$ cat config.mk
export PLATFORM = sky130hd
export DESIGN_NAME = rtcac_top
export DESIGN_NICKNAME = d
export VERILOG_FILES = /design/src/hdl/rtcac_pkg.sv /design/src/hdl/rtcac_match.sv /design/src/hdl/rtcac_sticky.sv /design/src/hdl/rtcac_top.sv
export SDC_FILE = /design/constraint.sdc
export NUM_CORES = 1
export LEC_CHECK = 0
export ABC_AREA = 1
export BUFFER_PORTS_ARGS = -buffer_cell sky130_fd_sc_hd__buf_2
export CORE_MARGIN = 5
export CORE_UTILIZATION = 45
export DETAILED_ROUTE_END_ITERATION = 12
export PLACE_DENSITY = 0.8
export SLEW_MARGIN = 20
export SYNTH_ARGS = -nofsm -noshare
export SYNTH_HDL_FRONTEND = slang
export SYNTH_HIERARCHICAL = 1
export SYNTH_SLANG_ARGS = --single-unit
$ cat constraint.sdc
create_clock -name clock -period 5.2 [get_ports clock]
set_input_delay 0.26 -clock clock [delete_from_list [all_inputs] [get_ports clock]]
set_output_delay 0.26 -clock clock [all_outputs]
set_load 0.03 [all_outputs]
$ cat src/hdl/rtcac_pkg.sv
// rtcac_pkg: offsets, control layout, calendar carrier and interval codes for the alarm control
// assumes a 32-bit apb slave with byte addresses; the calendar digits arrive as packed bcd nibbles
`default_nettype none
package rtcac_pkg;
	// apb byte offsets
	localparam logic [7:0] RTCAC_OFF_CTRL     = 8'h00;
	localparam logic [7:0] RTCAC_OFF_CLR      = 8'h04;
	localparam logic [7:0] RTCAC_OFF_SET      = 8'h08;
	localparam logic [7:0] RTCAC_OFF_INV      = 8'h0C;
	localparam logic [7:0] RTCAC_OFF_IRQ_STAT = 8'h10;
	localparam logic [7:0] RTCAC_OFF_IRQ_CLR  = 8'h14;
	localparam logic [7:0] RTCAC_OFF_IRQ_EN   = 8'h18;

	// control reset value, power-on only
	localparam logic [15:0] RTCAC_CTRL_RESET = 16'h0000;
	// repeat count reload on rollover
	localparam logic [7:0]  RTCAC_RPT_WRAP   = 8'hFF;
	// read-unsafe guard, in clock-unit clocks
	localparam int unsigned RTCAC_GUARD_CLKS = 32;

	// interrupt layout
	localparam int unsigned RTCAC_IRQ_W       = 2;
	localparam int unsigned RTCAC_IRQ_ALARM   = 0;
	localparam int unsigned RTCAC_IRQ_AUTOOFF = 1;

	// control word, msb first, bit 15 down to bit 0
	typedef struct packed {
		logic       alarm_enable;
		logic       repeat_rollover;
		logic       pulse_start_level;
		logic       alarm_read_unsafe;
		logic [3:0] alarm_interval_select;
		logic [7:0] alarm_repeat_count;
	} rtcac_ctrl_t;

	typedef enum logic [3:0] {
		RTCAC_IV_HALFSEC = 4'h0,
		RTCAC_IV_SECOND  = 4'h1,
		RTCAC_IV_10SEC   = 4'h2,
		RTCAC_IV_MINUTE  = 4'h3,
		RTCAC_IV_10MIN   = 4'h4,
		RTCAC_IV_HOUR    = 4'h5,
		RTCAC_IV_DAY     = 4'h6,
		RTCAC_IV_WEEK    = 4'h7,
		RTCAC_IV_MONTH   = 4'h8,
		RTCAC_IV_YEAR    = 4'h9
	} rtcac_intv_t;

	typedef struct packed {
		logic [3:0] mon10;
		logic [3:0] mon01;
		logic [3:0] day10;
		logic [3:0] day01;
		logic [3:0] wday;
		logic [3:0] hr10;
		logic [3:0] hr01;
		logic [3:0] min10;
		logic [3:0] min01;
		logic [3:0] sec10;
		logic [3:0] sec01;
	} rtcac_cal_t;
endpackage
`default_nettype wire

$ cat src/hdl/rtcac_match.sv
// rtcac_match: compares calendar and alarm digits for the fields the interval leaves unmasked
// assumes second_edge marks the tick that starts a new whole second
`timescale 1ns/10ps
`default_nettype none
module rtcac_match
	import rtcac_pkg::*;
(
	input  wire logic       second_edge,
	input  wire rtcac_cal_t cur_time,
	input  wire rtcac_cal_t alarm_time,
	input  wire logic [3:0] interval,
	output logic            match
);
	wire m_s01 = cur_time.sec01 == alarm_time.sec01;
	wire m_s10 = cur_time.sec10 == alarm_time.sec10;
	wire m_m01 = cur_time.min01 == alarm_time.min01;
	wire m_m10 = cur_time.min10 == alarm_time.min10;
	wire m_hr  = {cur_time.hr10, cur_time.hr01} == {alarm_time.hr10, alarm_time.hr01};
	wire m_wd  = cur_time.wday == alarm_time.wday;
	wire m_day = {cur_time.day10, cur_time.day01} == {alarm_time.day10, alarm_time.day01};
	wire m_mon = {cur_time.mon10, cur_time.mon01} == {alarm_time.mon10, alarm_time.mon01};

	// each coarser interval adds one more field to a finer one; week and month both extend day
	wire t_10s = second_edge & m_s01;
	wire t_min = t_10s & m_s10;
	wire t_10m = t_min & m_m01;
	wire t_hr  = t_10m & m_m10;
	wire t_day = t_hr & m_hr;
	wire t_wk  = t_day & m_wd;
	wire t_mo  = t_day & m_day;
	// feb 29 only exists in leap years, so a yearly match there fires every four years
	wire t_yr  = t_mo & m_mon;

	always_comb begin
		case (interval)
			RTCAC_IV_HALFSEC: match = 1'b1;
			RTCAC_IV_SECOND:  match = second_edge;
			RTCAC_IV_10SEC:   match = t_10s;
			RTCAC_IV_MINUTE:  match = t_min;
			RTCAC_IV_10MIN:   match = t_10m;
			RTCAC_IV_HOUR:    match = t_hr;
			RTCAC_IV_DAY:     match = t_day;
			RTCAC_IV_WEEK:    match = t_wk;
			RTCAC_IV_MONTH:   match = t_mo;
			RTCAC_IV_YEAR:    match = t_yr;
			default:          match = 1'b0;
		endcase
	end
endmodule
`default_nettype wire

$ cat src/hdl/rtcac_sticky.sv
// rtcac_sticky: sticky event bits, write-one-to-clear, enable mask, one level interrupt
// assumes set pulses and clear strobes are synchronous to clock
`timescale 1ns/10ps
`default_nettype none
module rtcac_sticky #(
	parameter int unsigned W = 2
) (
	input  wire logic         clock,
	input  wire logic         resetn,
	input  wire logic [W-1:0] set,
	input  wire logic [W-1:0] clr,
	input  wire logic         en_wr,
	input  wire logic [W-1:0] en_wdata,
	output logic [W-1:0]      status_q,
	output logic [W-1:0]      enable_q,
	output logic              irq
);
	if (W < 1) begin : g_chk
		$error("rtcac_sticky needs at least one bit");
	end

	// a set in the clearing cycle survives
	wire [W-1:0] status_d = (status_q & ~clr) | set;
	wire [W-1:0] enable_d = en_wr ? en_wdata : enable_q;

	always_ff @(posedge clock or negedge resetn) begin
		if (!resetn) begin
			status_q <= '0;
			enable_q <= '0;
		end else begin
			status_q <= status_d;
			enable_q <= enable_d;
		end
	end

	assign irq = |(status_q & enable_q);
endmodule
`default_nettype wire

$ cat src/hdl/rtcac_top.sv
// rtcac_top: alarm control register, repeat counter, alarm pulse and read-unsafe flag on apb
// assumes resetn is the power-on reset and the calendar inputs change only on halfsec_tick
//
// Behaviour
// - bit 15 enables alarm generation; zero turns it off.
// - with rollover set the repeat count wraps from 0x00 to 0xFF.
// - with rollover clear the repeat count stops at 0x00.
// - while disabled, the pulse start bit is writable and sets the pulse level.
// - while enabled, the pulse bit ignores writes and reads the live pulse.
// - read-unsafe flag clears only when prescaler is more than 32 clocks from rollover.
// - repeat count and enable reach the bus through a sampling stage.
// - the 4-bit interval field picks the alarm period; codes 1010-1111 never fire.
// - code 1001 fires yearly; a february 29 alarm fires every four years.
// - an alarm at count zero without rollover clears the enable bit.
// - the control register resets only on power-on reset.
// - bits 31 to 16 of the control register read as zero.
// - clear, set and invert aliases at offsets 0x4, 0x8, 0xC.
`timescale 1ns/10ps
`default_nettype none
module rtcac_top
	import rtcac_pkg::*;
#(
	parameter int unsigned PRE_W = 16
) (
	input  wire logic             clock,
	input  wire logic             resetn,
	input  wire logic [7:0]       paddr,
	input  wire logic             psel,
	input  wire logic             penable,
	input  wire logic             pwrite,
	input  wire logic [31:0]      pwdata,
	output logic [31:0]           prdata,
	output logic                  pready,
	output logic                  pslverr,
	input  wire logic             halfsec_tick,
	input  wire logic             second_edge,
	input  wire logic [PRE_W-1:0] prescaler_remaining,
	input  wire rtcac_cal_t       cur_time,
	input  wire rtcac_cal_t       alarm_time,
	output logic                  alarm_pulse,
	output logic                  alarm_event,
	output logic                  irq
);
	if (PRE_W < 6) begin : g_chk
		$error("prescaler distance must be wide enough to hold the guard count");
	end

	localparam logic [PRE_W-1:0] GUARD = PRE_W'(RTCAC_GUARD_CLKS);

	rtcac_ctrl_t       ctrl_q;
	rtcac_ctrl_t       ctrl_d;
	logic [31:0]       prdata_q;
	logic              alarm_event_q;
	logic              match;
	logic [RTCAC_IRQ_W-1:0] irq_status;
	logic [RTCAC_IRQ_W-1:0] irq_enable;

	// bus phases; the slave never stalls
	wire setup  = psel & ~penable;
	wire access = psel & penable;
	wire wr     = access & pwrite;

	wire hit_ctrl = paddr == RTCAC_OFF_CTRL;
	wire hit_clr  = paddr == RTCAC_OFF_CLR;
	wire hit_set  = paddr == RTCAC_OFF_SET;
	wire hit_inv  = paddr == RTCAC_OFF_INV;
	wire hit_ist  = paddr == RTCAC_OFF_IRQ_STAT;
	wire hit_icl  = paddr == RTCAC_OFF_IRQ_CLR;
	wire hit_ien  = paddr == RTCAC_OFF_IRQ_EN;
	wire hit_any_ctrl = hit_ctrl | hit_clr | hit_set | hit_inv;
	wire hit_any  = hit_any_ctrl | hit_ist | hit_icl | hit_ien;
	wire wr_ctrl  = wr & hit_any_ctrl;

	// software view of the new control word, alias operations applied
	wire [15:0] cur_w = ctrl_q;
	wire [15:0] wd    = pwdata[15:0];
	wire [15:0] op_w  = hit_ctrl ? wd :
	                    hit_clr  ? (cur_w & ~wd) :
	                    hit_set  ? (cur_w | wd) :
	                    (cur_w ^ wd);
	rtcac_ctrl_t op_c;
	assign op_c = op_w;

	rtcac_ctrl_t sw_c;
	always_comb begin
		sw_c = ctrl_q;
		if (wr_ctrl) begin
			sw_c = op_c;
			sw_c.alarm_read_unsafe = ctrl_q.alarm_read_unsafe;
			// pulse level is locked once the alarm runs
			if (ctrl_q.alarm_enable) begin
				sw_c.pulse_start_level = ctrl_q.pulse_start_level;
			end
		end
	end

	rtcac_match u_match (
		.second_edge (second_edge),
		.cur_time    (cur_time),
		.alarm_time  (alarm_time),
		.interval    (ctrl_q.alarm_interval_select),
		.match       (match)
	);

	// an alarm only exists while enabled
	wire ev       = halfsec_tick & ctrl_q.alarm_enable & match;
	wire rpt_zero = sw_c.alarm_repeat_count == 8'h00;
	wire auto_off = ev & rpt_zero & ~sw_c.repeat_rollover;

	// hardware effects land after the software write in the same cycle
	always_comb begin
		ctrl_d = sw_c;
		if (ev) begin
			ctrl_d.pulse_start_level = ~sw_c.pulse_start_level;
			if (!rpt_zero) begin
				ctrl_d.alarm_repeat_count = sw_c.alarm_repeat_count - 8'h01;
			end else if (sw_c.repeat_rollover) begin
				ctrl_d.alarm_repeat_count = RTCAC_RPT_WRAP;
			end
			if (auto_off) begin
				ctrl_d.alarm_enable = 1'b0;
			end
		end
		// the guard assumes the bus read finishes well inside it
		ctrl_d.alarm_read_unsafe = prescaler_remaining <= GUARD;
	end

	// resetn is the power-on reset; no other reset reaches this register
	always_ff @(posedge clock or negedge resetn) begin
		if (!resetn) begin
			ctrl_q        <= RTCAC_CTRL_RESET;
			alarm_event_q <= 1'b0;
		end else begin
			ctrl_q        <= ctrl_d;
			alarm_event_q <= ev;
		end
	end

	rtcac_sticky #(
		.W (RTCAC_IRQ_W)
	) u_sticky (
		.clock    (clock),
		.resetn   (resetn),
		.set      ({auto_off, ev}),
		.clr      (wr & hit_icl ? pwdata[RTCAC_IRQ_W-1:0] : '0),
		.en_wr    (wr & hit_ien),
		.en_wdata (pwdata[RTCAC_IRQ_W-1:0]),
		.status_q (irq_status),
		.enable_q (irq_enable),
		.irq      (irq)
	);

	// read data is sampled in the setup cycle: count and enable may move after it,
	// which is why software rereads when the unsafe flag is up
	wire [31:0] rd_mux = hit_any_ctrl ? {16'h0000, cur_w} :
	                     hit_ist      ? {30'h0000_0000, irq_status} :
	                     hit_ien      ? {30'h0000_0000, irq_enable} :
	                     32'h0000_0000;

	always_ff @(posedge clock or negedge resetn) begin
		if (!resetn) begin
			prdata_q <= 32'h0000_0000;
		end else if (setup) begin
			prdata_q <= rd_mux;
		end
	end

	assign prdata      = prdata_q;
	assign pready      = 1'b1;
	assign pslverr     = access & ~hit_any;
	assign alarm_pulse = ctrl_q.pulse_start_level;
	assign alarm_event = alarm_event_q;
endmodule
`default_nettype wire

==> flow_summary.toml, run 1 <==
[run_status]
run_status = "finished clean"

[timing]
min_period_over_period_pct = 58.27
worst_pin_slew_ns = 1.022
period_needed_ns = 3.030
hold_viol_final = 0
fin_setup_tns_ns = 0
slew_violations = 0
rsz0062_at_grt = "false"
relSlewSlack_pct = 31.62
clock_skew_ns = 0.003315
fmax_mhz = 330.0
setup_violations = 0

[cts]
cts_setup_buffers = 0
clockBufferDepth = 2
htree_levels = 2
cts_tree = "done"
root_buffer = "clkbuf_8"
cts_buffers = 5
cts.sinks = 37
clk_pin_slew_ns = 0.07
cts_hold_buffers = 0
clock_latency_ns = 0.29
cts_resized = 0

[floorplan]
rows = 34
die_w_um = 102.9
io_pins = 188
initial_utilization_pct = 45.45
chipHeight_um = 102.9
die-area_mm2 = 0.01059
coreArea_mm2 = 0.008551

[route]
drc = 0
highest_layer = "met4"
routed_wl_um = 10940
final_antenna_net_count = 0
drtIter0Drc = 225
met2_length_um = 5919
dr.pass1.iters = 4
met1_length_um = 3941
vias_per_cell = 4.878
route.met3.wl_um = 935
via_count = 4078
avgRoutedWirePerCell_um = 13.08

[setup_path]
crit_start = "paddr[1]"
ff2ff_path_depth = 18
rrSetupSlack_ns = 2.67
arrival_ns = 3.21
crit_type = "input port to flop"
path_buf_inv = 4
startpoint_type = "input port"
cp_max_fo = 14
crit_path_cell_trace = "buf_2 -> nor2_1 -> nand3_1 -> nor2_1 -> nor2_1 -> nand2_1 -> nand3_1 -> nand2_1 -> nand2_1 -> inv_1 -> ha_1 -> nand3_1 -> nor2_2 -> nand3_4 -> inv_2 -> nand2_2 -> o21ai_1 -> inv_1"
critPathMaxStageDelay_ns = 0.69
endpoint = "ctrl_q[15]$_DFF_PN0_"
critPathRequiredTime_ns = 5.38
end_kind = "flop"
timing.rr.start = "ctrl_q[10]$_DFFE_PN0N_"
crit_family = "simple AND/OR/NAND/NOR gates"
crit_slowest_cell = "nor2_1"
path_depth = 18
timing.rr.end = "ctrl_q[4]$_DFF_PN0_"

[cells_and_area]
layout_commonest_cell = "nand2_1"
layout_common_cells = "180 x nand2_1, 153 x buf_2, 79 x inv_1"
syn_to_final_growth_pct = 22.09
nets = 911
fin_util_pct = 55.49
antenna_cells = 0
layout-drive-gt1-share_pct = 27.88
stdcell_area_mm2 = 0.004745

[global_route]
antenna_found_initial = 0
grt_pass1_vias = 4054
grt_pass1_wl_um = 17000
grt_usage_pct = 19.78
grt-ovfl-total = 0
grt_start_max_net_pins = 38

[placed_design]
gp_congestion = 0.8260
placed_cell_area_mm2 = 0.004658
port_buffers = 153
dpl.hpwl_um = 8962

[power_and_ir_drop]
leakagePower_nw = 2.826
ir_worst_vdd_v = 0.00007256
p_per_area_mw_per_mm2 = 156.5

[yosys]
synth-adder-area-share_pct = 10.30
synth_cells = 581
syn_area_per_cell_um2 = 6.689
synth_area_leaders = "dfrtp_1 24%, nand2_1 17%, ha_1 10%, inv_1 7.6%, xnor2_1 5.2%"
synth_seq_cells = 37
synth_compound_area_share_pct = 9.884
yosysUniqueCellTypes = 41
ys_warn_count = 6
ys.flop_type = "dfrtp_1"
synth_top_family_by_area = "simple AND/OR/NAND/NOR gates"
syn_area_mm2 = 0.003886
synth_mux_area_share_pct = 0
synth-simple-area-share_pct = 35.38
ys_async_sr_fraction_pct = 100.0
synth-edff-count = 0
synthXorXnorAreaFrac_pct = 6.761
yosysSeqAreaShare_pct = 23.82
synth_top_area_share_pct = 23.82
synth_top_cell_by_area = "dfrtp_1"

[run]
drv_cap = 0

[min_path]
worstHoldPathType = "input port to asynchronous set/reset pin"
worst min path at each step:
stage / end / cells after the start
finish: ctrl_q[4]$_DFF_PN0_ / 1
global route: prdata[4]$_DFFE_PN0P_ / 1
CTS: prdata[15]$_DFFE_PN0P_ / 1
detailed placement: ctrl_q[4]$_DFF_PN0_ / 1
global placement: ctrl_q[4]$_DFF_PN0_ / 1
floorplan: alarm_event$_DFF_PN0_ / 0
report_power, final:
group	internal [mW]	leakage, nW	switching (mW)
sequential	0.297	0.480	0.0102
combinational	0.0948	2.30	0.134
clock	0.105	0.0443	0.102
total	0.497	2.83	0.246
flip-flops by register name, summed over array words and instances, names as in the netlist:
signal,count
alarm_event,1
alarm_pulse,1
ctrl_q,15
prdata,16
u_sticky/enable_q,2
u_sticky/status_q,2
logic make-up after synthesis:
family | after synthesis
simple gates | 304
buf+inv | 119
compound gates | 57
flops | 37
fa+ha+maj | 32
xor+xnor | 30
other cells | 2
stage by stage:
| step | hold slack, ns | instances | worst slack (ns) | power [mW] |
|---|---|---|---|---|
| global route | 0.1660 | 836 | 1.860 | 0.7858 |
| detailed placement | 0.4275 | 829 | 1.909 | 0.5401 |
| global placement | 0.4083 | 829 | 1.953 | 0.5295 |
| floorplan | -0.03559 | 596 | 2.714 | 0.4578 |
| CTS | 0.1217 | 836 | 2.199 | 0.7429 |
| finish | 0.08152 | 836 | 2.170 | 0.7424 |
synth_stat cells, types with 3 or more instances:
master,instances
nand4_1,6
nand2_1,180
o211ai_1,6
nor2_1,51
dfrtp_1,37
buf_4,17
nand3_1,23
buf_2,4
a21oi_1,3
inv_1,79
o31ai_1,13
a221oi_1,3
nor3_1,6
nor2_4,3
nand3b_1,3
nand2_2,12
ha_1,32
nand2_4,3
o21ai_0,13
o21ai_1,5
xnor2_1,23
inv_2,11
clkbuf_1,5
xor2_1,7
nor2_2,8
a22oi_1,4
area by class of cell:
class | count | area [um2]
clock buffer | 7 | 86.33
fill | 823 | 3806
inverter | 90 | 337.8
multi-input combinational | 440 | 2486
sequential | 37 | 925.9
tap | 108 | 135.1
timing repair buffer | 154 | 773.2
routing by layer:
layer	track usage [%]	up-vias
li1	-	2077
met1	20.85	1857
met2	40.21	133
met4	4.382	0
met5	0	-
met3	3.248	11
Power figures use the tool's default switching activity.
==> run 2: changes to the inputs <==
CORE_UTILIZATION = 43   (was 45)
clock period = 2.6 ns   (was 5.2 ns; I/O delays follow)
==> run 2 against run 1 <==
Critical path depth down 1. Worst setup slack worse by 1.8 ns. Sequential share of layout area down 0.18 points. Critical endpoint is now ctrl_q[4]$_DFF_PN0_.
==> flow_summary.toml, run 2 (synthesis gave the netlist of run 1 again) <==
[power_and_ir_drop]
p_per_area_mw_per_mm2 = 308.8
p_int_uw = 970.8
switching_share_pct = 34.34
leakagePower_nw = 2.854
power.share.combinational_pct = 30.9
ir_worst_vdd_v = 0.0001638
clockPowerShare_pct = 27.5
power_switching_uw = 507.8
p_seq_share_pct = 41.6

[setup_path]
critPathMostFrequentCell = "nand2_1"
crit_path_cell_trace = "inv_1 -> ha_1 -> nand2_1 -> o21ai_1 -> nand2_1 -> nand3_1 -> nand2_1 -> nand2_1 -> inv_1 -> ha_1 -> nand3_1 -> nor2_2 -> nand3_4 -> nand2_2 -> nor2_1 -> o21ai_1 -> nand2_1"
arrival_ns = 2.41
path_buf_inv = 2
critPathMaxStageDelay_ns = 0.41
crit_family = "simple AND/OR/NAND/NOR gates"
crit_slowest_cell = "dfrtp_1"
startpoint_type = "flop"
critPathRequiredTime_ns = 2.78
cp_max_fo = 6
end_kind = "flop"
crit_type = "flop to flop"

[route]
highest_layer = "met4"
vias_per_cell = 4.916
drtIter0Drc = 251
avgRoutedWirePerCell_um = 13.40
drc = 0
met2_length_um = 6083
met1_length_um = 4104
final_antenna_net_count = 0
route.met3.wl_um = 911
dr.pass1.iters = 4
via_count = 4144
routed_wl_um = 11290

[cts]
clk_pin_slew_ns = 0.08
cts_setup_buffers = 0
cts_buffers = 5
htree_levels = 2
cts_tree = "done"
clockBufferDepth = 2
cts.sinks = 37
root_buffer = "clkbuf_8"
clock_latency_ns = 0.29

[floorplan]
initial_utilization_pct = 44.35
die_w_um = 105.1
coreArea_mm2 = 0.008763
chipHeight_um = 105.1
die-area_mm2 = 0.01104
io_pins = 188
rows = 34

[timing]
min_period_over_period_pct = 86.03
relSlewSlack_pct = 40.49
worst_pin_slew_ns = 0.8926
hold_viol_final = 0
fin_setup_tns_ns = 0
setup_violations = 0
rsz0062_at_grt = "false"
fmax_mhz = 447.1
clock_skew_ns = 0.005214
period_needed_ns = 2.237
hold_slack_ns = 0.01957
slew_violations = 0

[cells_and_area]
layout_common_cells = "180 x nand2_1, 153 x buf_2, 79 x inv_1"
layout-drive-gt1-share_pct = 28.44
final_cells = 843
multi_input_area_mm2 = 0.002486
syn_to_final_growth_pct = 23.21
regArea_um2 = 925.9
layout_commonest_cell = "nand2_1"
nets = 917
antenna_cells = 0
fillCellCount = 835
largest_register_ffs = 16

[placed_design]
port_buffers = 153
dp_cells = 834
gp_congestion = 0.8291
dpl.hpwl_um = 9248

[global_route]
grt_pass1_vias = 4245
grt_usage_pct = 19.72
grt-ovfl-total = 0
antenna_found_initial = 0
grt_pass1_wl_um = 18510
grt_start_max_net_pins = 38

[run]
drv_cap = 0

[run_status]
run_status = "finished clean"

[min_path]
worstHoldPathType = "input port to flop"
## run 2: path summary, 6_finish.rpt
kind	slack, ns	to	depth (start not counted)	start
min in group asynchronous	0.49	ctrl_q[4]$_DFF_PN0_	2	resetn
setup reg to reg	0.36	ctrl_q[4]$_DFF_PN0_	17	ctrl_q[0]$_DFF_PN0_
setup / recovery	0.36	ctrl_q[4]$_DFF_PN0_	17	ctrl_q[0]$_DFF_PN0_
max in group asynchronous	1.56	alarm_pulse$_DFF_PN0_	2	resetn
hold reg to reg	0.49	prdata[9]$_DFFE_PN0P_	2	prdata[9]$_DFFE_PN0P_
hold / removal	0.02	ctrl_q[12]$_DFF_PN0_	2	prescaler_remaining[5]
## run 2: timing repair
item,in CTS,in global routing
hold endpoints to repair,37,0
hold buffers,1,0
resized for setup,0,0
## run 2: area by class of cell
class | count | share of cell area [%]
Multi-Input combinational cell | 440 | 51.92
Clock buffer | 6 | 1.516
Timing Repair Buffer | 160 | 17.14
Clock inverter | 2 | 0.2090
Inverter | 90 | 7.055
Tap cell | 108 | 2.822
Sequential cell | 37 | 19.34
## run 2: power groups by stage
stage | registers, mW | clock network [mW] | logic (mW)
4_1_cts | 0.615 | 0.408 | 0.459
3_5_place_dp | 0.626 | 0 | 0.455
3_3_place_gp | 0.625 | 0 | 0.435
5_1_grt | 0.619 | 0.439 | 0.517
6_report | 0.615 | 0.407 | 0.457
2_1_floorplan | 0.627 | 0 | 0.289
## run 2: metrics by stage
step                      worst slack (ns)  instance area, um2  util, %  total power, mW
after detailed placement            0.2093                4696    53.58            1.081
after floorplan                     0.3742                3943        -           0.9156
after global routing                0.1000                4788    54.64            1.575
after CTS                           0.3636                4788    54.64            1.482
after global placement              0.2856                4696    53.58            1.059
final                               0.3633                4788    54.64            1.479
## run 2: routing by layer
| layer | vias up | GRT usage (%) |
|---|---|---|
| met5 | - | 0 |
| met4 | 0 | 5.297 |
| met3 | 18 | 4.254 |
| met2 | 154 | 38.35 |
| met1 | 1882 | 21.18 |
| li1 | 2090 | - |
